[src/restart_pkg.sv]
// shared constants and carrier types for the supply-fault restart controller
// assumes a 100 MHz control clock; times are held in units of 0.1 s
package restart_pkg;

    // ------------------------------------------------------------
    // register map
    // ------------------------------------------------------------
    localparam logic [3:0] ADDR_MODE = 4'h0;
    localparam logic [3:0] ADDR_UV_TIME = 4'h1;
    localparam logic [3:0] ADDR_WAIT_TIME = 4'h2;
    localparam logic [3:0] ADDR_ALARM_EN = 4'h3;
    localparam logic [3:0] ADDR_COUNT_POL = 4'h4;
    localparam logic [3:0] ADDR_FREQ_THR = 4'h5;
    localparam logic [3:0] ADDR_STATUS = 4'h6;
    localparam logic [3:0] ADDR_COUNTS = 4'h7;

    // ------------------------------------------------------------
    // codes and limits
    // ------------------------------------------------------------
    localparam logic [1:0] MODE_TRIP = 2'h0;
    localparam logic [1:0] MODE_ZERO = 2'h1;
    localparam logic [1:0] MODE_MATCH = 2'h2;
    localparam logic [1:0] MODE_MATCH_STOP = 2'h3;
    localparam logic [1:0] ALARM_OFF = 2'h0;
    localparam logic [1:0] ALARM_ON = 2'h1;
    localparam logic [1:0] ALARM_RUN_ONLY = 2'h2;
    localparam logic [4:0] SUPPLY_MAX_TRIES = 5'h10;
    localparam logic [4:0] OVER_MAX_TRIES = 5'h03;
    localparam logic [15:0] UV_TIME_MIN = 16'h0003;
    localparam logic [15:0] UV_TIME_MAX = 16'h000A;
    localparam logic [15:0] WAIT_TIME_MIN = 16'h0003;
    localparam logic [15:0] WAIT_TIME_MAX = 16'h03E8;
    localparam logic [15:0] FREQ_THR_MAX = 16'h9C40;

    // reset values
    localparam logic [15:0] RST_UV_TIME = 16'h000A;
    localparam logic [15:0] RST_WAIT_TIME = 16'h000A;
    localparam logic [15:0] RST_FREQ_THR = 16'h0000;

    // ------------------------------------------------------------
    // timing: one tick per 0.1 s
    // ------------------------------------------------------------
    localparam int CLK_HZ = 100000000;
    localparam int TICK_MS = 100;
    localparam int TICK_CYCLES = CLK_HZ / 1000 * TICK_MS;
    localparam int RUN_OK_TICKS = 100;

    typedef struct packed {
        logic power_loss;
        logic low_supply;
        logic over_current;
        logic over_voltage;
    } fault_s;

    typedef struct packed {
        logic restart;
        logic from_zero;
        logic match_freq;
        logic decel_stop;
    } restart_cmd_s;

endpackage : restart_pkg

[src/restart_tick.sv]
// prescaler producing one-cycle 0.1 s ticks
// assumes the control clock and synchronous reset of the controller
`timescale 1ns/1ns
module restart_tick #(
    parameter int CYCLES = 10000000
) (
    input wire logic clk_sys,
    input wire logic reset,
    input wire logic clk_en,
    output logic tick
);
    logic [31:0] cnt_r;

    always_ff @(posedge clk_sys) begin
        if (reset) begin
            cnt_r <= 32'h0;
        end else if (clk_en) begin
            if (cnt_r == 32'(CYCLES - 1)) begin
                cnt_r <= 32'h0;
            end else begin
                cnt_r <= cnt_r + 32'h1;
            end
        end
    end

    assign tick = clk_en && (cnt_r == 32'(CYCLES - 1));
endmodule : restart_tick

[src/restart_ctrl.sv]
// supply-fault trip / retry controller
// fault pins come from the power stage asynchronously; config over a
// plain register port on the same clock
//
// Decided for this implementation: strobed register access and the register offsets.
`timescale 1ns/1ns
module restart_ctrl #(
    parameter int TICK_CYCLES = restart_pkg::TICK_CYCLES
) (
    input wire logic clk_sys,
    input wire logic reset,
    input wire logic clk_en,
    input wire logic [3:0] addr,
    input wire logic [15:0] wdata,
    input wire logic wr_stb,
    input wire logic rd_stb,
    output logic [15:0] rdata,
    input wire restart_pkg::fault_s fault_pins,
    input wire logic stop_reset_key,
    input wire logic motor_running,
    input wire logic ramping_down,
    input wire logic [15:0] motor_freq,
    input wire logic decel_done,
    output restart_pkg::restart_cmd_s restart_cmd,
    output logic trip,
    output logic alarm,
    output logic power_loss_flag,
    output logic low_supply_flag
);
    typedef enum logic [2:0] {
        ST_RUN, ST_FAULT, ST_WAIT, ST_DECEL, ST_TRIP
    } state_e;

    state_e state_r;
    restart_pkg::fault_s sync1_r, sync2_r;
    logic key1_r, key2_r;
    logic [1:0] restart_mode_select_r, power_fail_alarm_enable_r;
    logic restart_count_policy_r;
    logic [15:0] undervoltage_allow_time_r, retry_wait_time_r;
    logic [15:0] restart_freq_threshold_r;
    logic [4:0] supply_tries_r, over_tries_r;
    logic [15:0] timer_r;
    logic supply_fault_r;
    logic tick;
    logic any_supply, any_over, supply_limit_hit, over_limit_hit;

    function automatic logic [15:0] clamp16(input logic [15:0] v,
            input logic [15:0] lo, input logic [15:0] hi);
        clamp16 = (v < lo) ? lo : ((v > hi) ? hi : v);
    endfunction : clamp16

    restart_tick #(.CYCLES(TICK_CYCLES)) u_tick (
        .clk_sys(clk_sys),
        .reset(reset),
        .clk_en(clk_en),
        .tick(tick)
    );

    // ------------------------------------------------------------
    // pin synchronisers
    // ------------------------------------------------------------
    always_ff @(posedge clk_sys) begin
        if (reset) begin
            sync1_r <= '0;
            sync2_r <= '0;
            key1_r <= 1'b0;
            key2_r <= 1'b0;
        end else if (clk_en) begin
            sync1_r <= fault_pins;
            sync2_r <= sync1_r;
            key1_r <= stop_reset_key;
            key2_r <= key1_r;
        end
    end

    assign power_loss_flag = sync2_r.power_loss;
    assign low_supply_flag = sync2_r.low_supply;
    assign any_supply = sync2_r.power_loss || sync2_r.low_supply;
    assign any_over = sync2_r.over_current || sync2_r.over_voltage;
    // policy 00 caps at sixteen, 01 never runs out
    assign supply_limit_hit = !restart_count_policy_r
        && (supply_tries_r >= restart_pkg::SUPPLY_MAX_TRIES);
    assign over_limit_hit =
        over_tries_r >= restart_pkg::OVER_MAX_TRIES;

    // ------------------------------------------------------------
    // register port
    // ------------------------------------------------------------
    always_ff @(posedge clk_sys) begin
        if (reset) begin
            restart_mode_select_r <= restart_pkg::MODE_TRIP;
            undervoltage_allow_time_r <= restart_pkg::RST_UV_TIME;
            retry_wait_time_r <= restart_pkg::RST_WAIT_TIME;
            power_fail_alarm_enable_r <= restart_pkg::ALARM_OFF;
            restart_count_policy_r <= 1'b0;
            restart_freq_threshold_r <= restart_pkg::RST_FREQ_THR;
        end else if (clk_en && wr_stb) begin
            unique case (addr)
                restart_pkg::ADDR_MODE: restart_mode_select_r <= wdata[1:0];
                restart_pkg::ADDR_UV_TIME: undervoltage_allow_time_r <=
                    clamp16(wdata, restart_pkg::UV_TIME_MIN,
                        restart_pkg::UV_TIME_MAX);
                restart_pkg::ADDR_WAIT_TIME: retry_wait_time_r <=
                    clamp16(wdata, restart_pkg::WAIT_TIME_MIN,
                        restart_pkg::WAIT_TIME_MAX);
                restart_pkg::ADDR_ALARM_EN:
                    power_fail_alarm_enable_r <= wdata[1:0];
                restart_pkg::ADDR_COUNT_POL:
                    restart_count_policy_r <= wdata[0];
                restart_pkg::ADDR_FREQ_THR: restart_freq_threshold_r <=
                    clamp16(wdata, 16'h0000, restart_pkg::FREQ_THR_MAX);
                default: begin
                end
            endcase
        end
    end

    always_ff @(posedge clk_sys) begin
        if (reset) begin
            rdata <= 16'h0000;
        end else if (clk_en) begin
            rdata <= 16'h0000;
            if (rd_stb) begin
                unique case (addr)
                    restart_pkg::ADDR_MODE:
                        rdata <= {14'h0, restart_mode_select_r};
                    restart_pkg::ADDR_UV_TIME:
                        rdata <= undervoltage_allow_time_r;
                    restart_pkg::ADDR_WAIT_TIME: rdata <= retry_wait_time_r;
                    restart_pkg::ADDR_ALARM_EN:
                        rdata <= {14'h0, power_fail_alarm_enable_r};
                    restart_pkg::ADDR_COUNT_POL:
                        rdata <= {15'h0, restart_count_policy_r};
                    restart_pkg::ADDR_FREQ_THR:
                        rdata <= restart_freq_threshold_r;
                    restart_pkg::ADDR_STATUS:
                        rdata <= {9'h0, 3'(state_r), sync2_r};
                    restart_pkg::ADDR_COUNTS:
                        rdata <= {3'h0, over_tries_r, 3'h0, supply_tries_r};
                    default: rdata <= 16'h0000;
                endcase
            end
        end
    end

    // ------------------------------------------------------------
    // fault / retry sequencer
    // ------------------------------------------------------------
    always_ff @(posedge clk_sys) begin
        if (reset) begin
            state_r <= ST_RUN;
            timer_r <= 16'h0;
            supply_fault_r <= 1'b0;
            supply_tries_r <= 5'h0;
            over_tries_r <= 5'h0;
        end else if (clk_en) begin
            unique case (state_r)
                ST_RUN: begin
                    if (any_supply || any_over) begin
                        supply_fault_r <= any_supply;
                        timer_r <= 16'h0;
                        if (restart_mode_select_r == restart_pkg::MODE_TRIP)
                        begin
                            state_r <= ST_TRIP;
                        end else if (any_supply ? supply_limit_hit
                                : over_limit_hit) begin
                            state_r <= ST_TRIP;
                        end else begin
                            state_r <= ST_FAULT;
                        end
                    end else if (motor_running) begin
                        // clear counts after sustained normal running
                        if (tick) begin
                            timer_r <= timer_r + 16'h1;
                        end
                        if (timer_r >= 16'(restart_pkg::RUN_OK_TICKS)) begin
                            supply_tries_r <= 5'h0;
                            over_tries_r <= 5'h0;
                            timer_r <= 16'h0;
                        end
                    end else begin
                        timer_r <= 16'h0;
                    end
                end
                ST_FAULT: begin
                    if (tick) begin
                        timer_r <= timer_r + 16'h1;
                    end
                    if (supply_fault_r && sync2_r.low_supply
                            && timer_r >= undervoltage_allow_time_r) begin
                        state_r <= ST_TRIP;
                    end else if (!any_supply && !any_over) begin
                        timer_r <= 16'h0;
                        state_r <= ST_WAIT;
                    end
                end
                ST_WAIT: begin
                    if (any_supply || any_over) begin
                        timer_r <= 16'h0;
                        state_r <= ST_FAULT;
                    end else begin
                        if (tick) begin
                            timer_r <= timer_r + 16'h1;
                        end
                        if (timer_r >= retry_wait_time_r) begin
                            timer_r <= 16'h0;
                            if (supply_fault_r) begin
                                supply_tries_r <= supply_tries_r
                                    + {4'h0, !restart_count_policy_r};
                            end else begin
                                over_tries_r <= over_tries_r + 5'h1;
                            end
                            if (restart_mode_select_r ==
                                    restart_pkg::MODE_MATCH_STOP) begin
                                state_r <= ST_DECEL;
                            end else begin
                                state_r <= ST_RUN;
                            end
                        end
                    end
                end
                ST_DECEL: begin
                    if (decel_done) begin
                        state_r <= ST_TRIP;
                    end
                end
                ST_TRIP: begin
                    if (key2_r) begin
                        state_r <= ST_RUN;
                        timer_r <= 16'h0;
                        supply_tries_r <= 5'h0;
                        over_tries_r <= 5'h0;
                    end
                end
                default: begin
                    state_r <= ST_RUN;
                end
            endcase
        end
    end

    // ------------------------------------------------------------
    // outputs
    // ------------------------------------------------------------
    logic restart_now;
    assign restart_now = (state_r == ST_WAIT) && !any_supply && !any_over
        && (timer_r >= retry_wait_time_r);

    always_ff @(posedge clk_sys) begin
        if (reset) begin
            restart_cmd <= '0;
        end else if (clk_en) begin
            restart_cmd <= '0;
            if (restart_now) begin
                restart_cmd.restart <= 1'b1;
                // slow or mode 01 restarts from zero
                if (restart_mode_select_r == restart_pkg::MODE_ZERO
                        || motor_freq < restart_freq_threshold_r) begin
                    restart_cmd.from_zero <= 1'b1;
                end else begin
                    restart_cmd.match_freq <= 1'b1;
                end
            end
            if (state_r == ST_DECEL) begin
                restart_cmd.decel_stop <= 1'b1;
            end
        end
    end

    assign trip = (state_r == ST_TRIP);

    always_ff @(posedge clk_sys) begin
        if (reset) begin
            alarm <= 1'b0;
        end else if (clk_en) begin
            if (state_r != ST_TRIP) begin
                alarm <= 1'b0;
            end else if (!supply_fault_r
                    || restart_mode_select_r == restart_pkg::MODE_TRIP
                    || restart_mode_select_r == restart_pkg::MODE_MATCH_STOP)
            begin
                alarm <= 1'b1;
            end else begin
                unique case (power_fail_alarm_enable_r)
                    restart_pkg::ALARM_ON: alarm <= 1'b1;
                    restart_pkg::ALARM_RUN_ONLY:
                        alarm <= motor_running && !ramping_down;
                    default: alarm <= 1'b0;
                endcase
            end
        end
    end

    // ------------------------------------------------------------
    // checks
    // ------------------------------------------------------------
    a_trip_holds_key: assert property (@(posedge clk_sys) disable iff (reset)
        trip && !key2_r && clk_en |=> trip)
        else $error("trip released without key");
    a_mode0_no_restart: assert property (@(posedge clk_sys)
        disable iff (reset)
        restart_mode_select_r == restart_pkg::MODE_TRIP && state_r == ST_RUN
        && (any_supply || any_over) && clk_en |=> trip)
        else $error("mode 00 did not trip");
    a_supply_cap: assert property (@(posedge clk_sys) disable iff (reset)
        supply_tries_r <= restart_pkg::SUPPLY_MAX_TRIES)
        else $error("supply retries above sixteen");
    a_over_cap: assert property (@(posedge clk_sys) disable iff (reset)
        over_tries_r <= restart_pkg::OVER_MAX_TRIES)
        else $error("over fault retries above three");
    a_over_fourth: assert property (@(posedge clk_sys) disable iff (reset)
        state_r == ST_RUN && !any_supply && any_over && over_limit_hit
        && restart_mode_select_r != restart_pkg::MODE_TRIP && clk_en
        |=> trip)
        else $error("fourth over fault did not trip");
    a_restart_wait: assert property (@(posedge clk_sys) disable iff (reset)
        restart_cmd.restart |-> $past(timer_r) >= retry_wait_time_r)
        else $error("restart before wait time");
    a_zero_below_thr: assert property (@(posedge clk_sys)
        disable iff (reset)
        restart_now && clk_en && motor_freq < restart_freq_threshold_r
        |=> restart_cmd.from_zero)
        else $error("slow motor not restarted from zero");
    a_uv_timeout: assert property (@(posedge clk_sys) disable iff (reset)
        state_r == ST_FAULT && supply_fault_r && sync2_r.low_supply
        && timer_r >= undervoltage_allow_time_r && clk_en |=> trip)
        else $error("long low supply did not trip");
    a_key_clears: assert property (@(posedge clk_sys) disable iff (reset)
        trip && key2_r && clk_en |=> supply_tries_r == 5'h0
        && over_tries_r == 5'h0 && !trip)
        else $error("reset key did not clear counts");
    a_loss_flag: assert property (@(posedge clk_sys) disable iff (reset)
        clk_en ##1 clk_en ##1 clk_en |-> power_loss_flag
        == $past(fault_pins.power_loss, 2))
        else $error("power loss flag mismatch");
    a_low_flag: assert property (@(posedge clk_sys) disable iff (reset)
        clk_en ##1 clk_en ##1 clk_en |-> low_supply_flag
        == $past(fault_pins.low_supply, 2))
        else $error("low supply flag mismatch");
endmodule : restart_ctrl

[config.mk]
export PLATFORM = sky130hd
export DESIGN_NAME = restart_ctrl
export DESIGN_NICKNAME = d
export VERILOG_FILES = /design/src/restart_pkg.sv /design/src/restart_tick.sv /design/src/restart_ctrl.sv
export SDC_FILE = /design/constraint.sdc
export NUM_CORES = 1
export LEC_CHECK = 0
export BUFFER_PORTS_ARGS = -buffer_cell sky130_fd_sc_hd__buf_2
export CAP_MARGIN = 20
export CORE_ASPECT_RATIO = 1.1
export CORE_UTILIZATION = 55
export CTS_CLUSTER_DIAMETER = 80
export CTS_CLUSTER_SIZE = 8
export DETAILED_ROUTE_END_ITERATION = 8
export HOLD_SLACK_MARGIN = 0.06
export PLACE_DENSITY = 0.86
export SETUP_SLACK_MARGIN = 0.02
export SYNTH_ARGS = -nofsm -noshare
export SYNTH_HDL_FRONTEND = slang
export SYNTH_SLANG_ARGS = --single-unit
[constraint.sdc]
create_clock -name clk_sys -period 2.9 [get_ports clk_sys]
set_clock_uncertainty 0.15 [all_clocks]
set_input_delay 0.725 -clock clk_sys [delete_from_list [all_inputs] [get_ports clk_sys]]
set_output_delay 0.725 -clock clk_sys [all_outputs]
set_load 0.01 [all_outputs]
==> results of run 1 <==
-- routing by layer --
metal | up-vias | routed length [um] | global-route usage, %
li1 | 3768 | - | -
met1 | 3685 | 8788 | 35.40
met2 | 387 | 10460 | 50.24
met3 | 84 | 1718 | 5.502
met4 | 0 | 1035 | 18.40
met5 | - | 0 | 0
-- path summary, 6_finish.rpt --
kind | from | end | slack [ns]
max reg2reg | undervoltage_allow_time_r[15] | state_r[0] | 0.16
max | undervoltage_allow_time_r[15] | state_r[0] | 0.16
min | alarm | alarm | 0.31
min reg2reg | alarm | alarm | 0.31
-- cell families after synthesis --
logic type      after synthesis  synth area share, %
compound gates              196                16.02
mux                          34                4.361
simple gates                421                25.76
xor+xnor                     35                3.788
buf+inv                     115                5.443
fa+ha+maj                    55                8.505
flops                       146                36.12
-- synth_stat cells, types with 11 or more instances --
cell | count | area share, %
nand2_1 | 83 | 3.9
nor2b_1 | 11 | 0.85
ha_1 | 55 | 8.5
mux2i_1 | 33 | 4.1
nor3_1 | 40 | 2.5
xor2_1 | 23 | 2.5
nand4_1 | 27 | 2.1
o21ai_0 | 36 | 2.2
a21oi_1 | 63 | 3.9
nor4_1 | 14 | 1.1
xnor2_1 | 12 | 1.3
nand3_1 | 43 | 2.7
a22oi_1 | 19 | 1.8
inv_1 | 68 | 3.2
dfxtp_1 | 146 | 36
clkbuf_1 | 43 | 2.0
nor2_1 | 128 | 5.9
-- power by group through the flow --
stage | Clock (mW) | Sequential, mW | Combinational [mW]
finish | 2.34 | 2.04 | 0.474
CTS | 2.36 | 2.04 | 0.459
floorplan | 0 | 2.08 | 0.292
global placement | 0 | 2.08 | 0.443
detailed placement | 0 | 2.08 | 0.454
global route | 2.45 | 2.04 | 0.516
-- through the flow --
step	setup slack [ns]	cell area [um2]	util [%]	setup TNS, ns
after floorplan	0.1262	8092	-	0
after global placement	0.07345	8823	61.32	0
after detailed placement	-0.006659	8823	61.32	-0.006659
after CTS	0.06459	9452	65.69	0
after global routing	0.01107	9482	65.90	0
final	0.1595	9482	65.90	0
-- state kept, by name, indices dropped and copies added, names as in the netlist, 4 cells and up --
signal,flops
u_tick.cnt_r,32
rdata,16
restart_freq_threshold_r,16
retry_wait_time_r,16
timer_r,16
undervoltage_allow_time_r,16
over_tries_r,5
supply_tries_r,5
restart_cmd,4
sync1_r,4
-- layout by cell type, fill, tap and decap left out, types with 5 or more instances in the layout --
cell type	instances
and2_1	5
inv_1	68
nand3_1	43
nand2b_1	10
dfxtp_1	146
xor2_1	23
a31oi_1	9
a22oi_1	19
nand2_1	83
or3_1	8
nand3b_1	5
a221oi_1	6
clkbuf_16	17
nand4_1	27
nor2_1	128
a222oi_1	10
and4_1	8
buf_4	42
a21oi_1	63
nor4_1	13
a211oi_1	8
ha_1	55
mux2i_1	33
and3_1	9
nor3_1	40
buf_2	71
o21ai_0	36
nor2b_1	11
or4_1	6
xnor2_1	12
-- worst max-delay path, stage by stage, from the launching register on --
cell      delay [ns]
dfxtp_1         0.33
inv_1           0.07
ha_1            0.31
nand4_1         0.11
or2_0           0.26
or4_1           0.58
a31oi_4         0.20
o221ai_2        0.15
or3_1           0.40
a21oi_1         0.12
-- area by class of cell --
cell class	count	area (um2)	area share (%)
inverter	68	255.2	2.692
multi-input combinational	741	4765	50.25
tap	192	240.2	2.534
clock buffer	22	474.2	5.001
clock inverter	9	153.9	1.623
timing repair buffer	113	670.6	7.073
sequential	146	2923	30.83
==> impl_metrics.ini, run 1 <==
[cts]
cts_setup_buffers = 0
clock_sinks = 146
cts_tree = built
worst_skew_pair.late_latency_ns = 0.44
hold_buffers = 0
clockBufferDepth = 2
numCtsBuffers = 17
root_buffer = clkbuf_16
cts_resized = 0
cts.clk_slew.worst_paths_ns = 0.06
h-tree-depth = 4

[pwr]
vdd_ir_drop_max_mv = 0.3507
power_frac_comb_pct = 9.7
power_density_nw_per_um2 = 512.6
p_sw_share_pct = 23.94
power_frac_clock_pct = 48.2
cellInternalPower_mw = 3.697
p_seq_share_pct = 42.0
p_total_mw = 4.861
p_leak_nw = 3.762
switching_power_mw = 1.164

[finish]
nNetsFinal = 1191
n_fill_cell = 1183
area_growth_pct = 17.18
diodes = 0
drive_gt1_share_pct = 14.83
finalNonFillerCells = 1291

[run]
drv_cap = 0

[synthesis]
ys_seq_area_share_pct = 36.12
avgSynthCellArea_um2 = 8.075
synth_seq_cells = 146
synth_cell_types = 69
ys_dominant_reg_cell = dfxtp_1
syn_nets = 1106
netlist_area_um2 = 8092
yosysWarnings = 0
async_flop_share_pct = 0
synthCells = 1002
synth-edff-count = 0

[die]
start_util_pct = 56.23
pin_count = 73
core_area_um2 = 14390
die_x_um = 117.6
die_area_um2 = 15200
rows = 46
die_h_um = 129.2

[drt]
dr_total_vias = 7924
vias_per_cell = 6.138
drtIter0Drc = 923
dr.pass1.iters = 9
avgRoutedWirePerCell_um = 17.04
route.detailed.drc = 0
ant_nets = 0
routed_wl_um = 22000

[sta]
clock.fmax_ghz = 0.3649
final-setup-viol-count = 0
finalMaxSlewViolations = 0
rsz0062_at_grt = yes
relSlewSlack_pct = 53.76
worstMarginPinSlew_ns = 0.6910
whs_ns = 0.3129
hold_violations = 0
post-route-period-util_pct = 94.50
min_period_ns = 2.740

[worst_hold_path]
min_path_cells = 2
hp-class = flip-flop to flip-flop

[placed_design]
io_buffers = 72
dpl.hpwl_um = 15900
dp.cells = 1260
routabilityCongestion = 0.9177

[global_routing]
grt_pass1_wl_um = 36140
grt_max_degree = 56
grt_usage_pct = 29.77
grt_pass1_vias = 7477
grt_overflow_total = 0
antenna_found_initial = 0

[worst_setup_path]
cp.arrival_ns = 2.95
crit_fanout = 4
crit_type = flip-flop to flip-flop
cp-start-kind = flip-flop
required_ns = 3.11
ff2ff_path_depth = 9
worstSetupEndpointType = flip-flop

[status]
outcome = completed
Note: power is estimated with default switching activity, not from simulation.
==> run 2: changes to the inputs <==
--- a/config.mk
+++ b/config.mk
@@ -5,6 +5,7 @@
 export SDC_FILE = /design/constraint.sdc
 export NUM_CORES = 1
 export LEC_CHECK = 0
+export ABC_AREA = 1
 export BUFFER_PORTS_ARGS = -buffer_cell sky130_fd_sc_hd__buf_2
 export CAP_MARGIN = 20
 export CORE_ASPECT_RATIO = 1.1
@@ -12,9 +13,9 @@
 export CTS_CLUSTER_DIAMETER = 80
 export CTS_CLUSTER_SIZE = 8
 export DETAILED_ROUTE_END_ITERATION = 8
-export HOLD_SLACK_MARGIN = 0.06
-export PLACE_DENSITY = 0.86
+export PLACE_DENSITY = 0.85
 export SETUP_SLACK_MARGIN = 0.02
+export SKIP_LAST_GASP = 1
 export SYNTH_ARGS = -nofsm -noshare
 export SYNTH_HDL_FRONTEND = slang
 export SYNTH_SLANG_ARGS = --single-unit
==> run 2 against run 1 <==
Compared with the run above:
- final area grew 5.2%
- utilization down 2.5 points
- flip-flop and latch count stayed put
- die area grew 9.7%
- final cell count grew 23%
- critical path depth grew 2
- maximum frequency increased by 13%
- non-clock buffer count shrank 30
- synthesized area increased by 9.9%
- first-iteration DRC count stayed put
- power is 4.9% higher
- setup slack better by 0.32 ns
==> impl_metrics.ini, run 2 <==
[status]
outcome = completed

[synthesis]
synth_top_family_by_area = simple AND/OR/NAND/NOR gates
yosys.area_share.simple_pct = 31.43
ys_dominant_reg_cell = dfxtp_1
async_flop_share_pct = 0
yosysWarnings = 0
synth-edff-count = 0
synthTopCellsByArea = dfxtp_1 33%, nand2_1 11%, ha_1 7.7%, a21oi_1 7.3%, inv_1 6.7%
ys_seq_area_share_pct = 32.88
netlist_area_um2 = 8890
synth_compound_area_share_pct = 16.57
yosysMostFrequentCell = nand2_1
synth.cells.most_frequent = 272 x nand2_1, 159 x inv_1, 146 x dfxtp_1
synth_xor_area_share_pct = 1.675
synthCells = 1321
synthMuxAreaShare_pct = 0
syn_nets = 1425
synth_seq_cells = 146
avgSynthCellArea_um2 = 6.730
synth_cell_types = 46
netlist.top_cell.by_area = dfxtp_1
synth_top_area_share_pct = 32.88
synth_fa_ha_area_share_pct = 7.741

[sta]
clock.fmax_ghz = 0.4136
fin_ws_ns = 0.4820
whs_ns = 0.3099
worstMarginPinSlew_ns = 0.8848
post-route-period-util_pct = 83.38
final-setup-viol-count = 0
min_period_ns = 2.418
finalSetupTns_ns = 0
relSlewSlack_pct = 41.01
hold_violations = 0
finalMaxSlewViolations = 0
rsz0062_at_grt = no

[die]
pin_count = 73
start_util_pct = 56.50
die_x_um = 123.2
die_area_um2 = 16680
die_h_um = 135.3
rows = 48
core_area_um2 = 15740

[placed_design]
dp.cells = 1564
dpl.hpwl_um = 18190
place_area_um2 = 9382
io_buffers = 72
routabilityCongestion = 0.9690
place_ws_ns = 0.4712

[worst_setup_path]
reg2reg_slack_ns = 0.48
crit_type = flip-flop to flip-flop
crit_fanout = 6
path_buf_inv = 2
worstSetupEndpointType = flip-flop
required_ns = 3.04
cp-start-kind = flip-flop
slowest_delay_ns = 0.45
crit_path_top_delay_cell = dfxtp_1
cp.arrival_ns = 2.56
crit_chain = ha_1 -> a21oi_1 -> o21ai_0 -> nor2_1 -> nand2_1 -> inv_1 -> nand2_1 -> nand2_2 -> clkinv_2 -> o21ai_1 -> nor2_1
cp_top_family = simple AND/OR/NAND/NOR gates

[cts]
clock_sinks = 146
root_buffer = clkbuf_16
cts.clk_slew.worst_paths_ns = 0.06
numCtsBuffers = 17
hold_buffers = 0
clockBufferDepth = 2
worst_skew_pair.late_latency_ns = 0.44
cts_setup_buffers = 0
cts_resized = 0
h-tree-depth = 4
cts_tree = built

[finish]
n_fill_cell = 1438
area_growth_pct = 12.17
nNetsFinal = 1487
largest_reg_flops = 32
final_area_um2 = 9972
finalNonFillerCells = 1594
layout_common_cells = 272 x nand2_1, 159 x inv_1, 146 x dfxtp_1
drive_gt1_share_pct = 12.70
final_common_cell = nand2_1
multi_input_area_um2 = 5104
regArea_um2 = 2923
postLayoutCoreUtil_pct = 63.37
top_register = u_tick.cnt_r
diodes = 0

[pwr]
power_density_nw_per_um2 = 511.3
p_leak_nw = 4.131
p_total_mw = 5.099
vdd_ir_drop_max_mv = 0.5060

[drt]
dr_total_vias = 9232
routed_wl_um = 24960
ant_nets = 0
drtIter0Drc = 923
vias_per_cell = 5.792
met1Wirelength_um = 10560
met3_length_um = 2024
avgRoutedWirePerCell_um = 15.66
dr.pass1.iters = 6
highest-signal-layer = met4
dr_wl_met2_um = 11780
route.detailed.drc = 0

[global_routing]
grt_usage_pct = 31.18
antenna_found_initial = 0
grt_pass1_vias = 8537
grt_overflow_total = 0
grt_pass1_wl_um = 40800
grt_max_degree = 78

[worst_hold_path]
hp-class = flip-flop to flip-flop

[run]
drv_cap = 0
==> run 2: changes by cell type after synthesis, moves of 25 or more <==
cell     before  now
a21oi_1      63  129
nand2_1      83  272
o21ai_0      36   73
nand3_1      43   68
mux2i_1      33    0
inv_1        68  159
==> run 2: cell families after synthesis <==
logic type,after synthesis
AOI/OAI and AO/OA,268
xor gates and xnor gates,17
adders and majority gates,55
buffers and inverters,216
DFF,146
and+or+nand+nor,619
==> run 2: final timing paths <==
kind | start | endpoint | cells past startpoint
hold / removal | rdata[0] | rdata[0] | 2
hold reg to reg | rdata[0] | rdata[0] | 2
setup reg to reg | timer_r[15] | supply_tries_r[0] | 11
setup / recovery | timer_r[15] | supply_tries_r[0] | 11
==> run 2: power by group <==
| part | switching (mW) | leakage, nW | internal (mW) |
|---|---|---|---|
| combinational | 0.553 | 2.66 | 0.221 |
| sequential | 0.0429 | 1.18 | 2.05 |
| clock | 0.894 | 0.286 | 1.33 |
==> run 2: area by class of cell <==
| type | instances | share of cell area [%] |
|---|---|---|
| tap | 200 | 2.509 |
| sequential | 146 | 29.31 |
| clock buffer | 20 | 4.680 |
| inverter | 176 | 6.637 |
| timing repair buffer | 83 | 4.442 |
| clock inverter | 10 | 1.242 |
| multi-input combinational | 959 | 51.18 |
==> run 2: layer usage <==
layer	GRT usage, %	vias up
li1	-	4523
met3	5.892	57
met1	39.80	4218
met2	51.61	434
met5	0	-
met4	11.91	0
==> run 2: worst reg2reg max path, cell delays in order, from the launching register on <==
cell      delay, ns
dfxtp_1        0.45
ha_1           0.31
a21oi_1        0.19
o21ai_0        0.16
nor2_1         0.25
nand2_1        0.16
inv_1          0.07
nand2_1        0.09
nand2_2        0.14
clkinv_2       0.12
o21ai_1        0.13
nor2_1         0.05
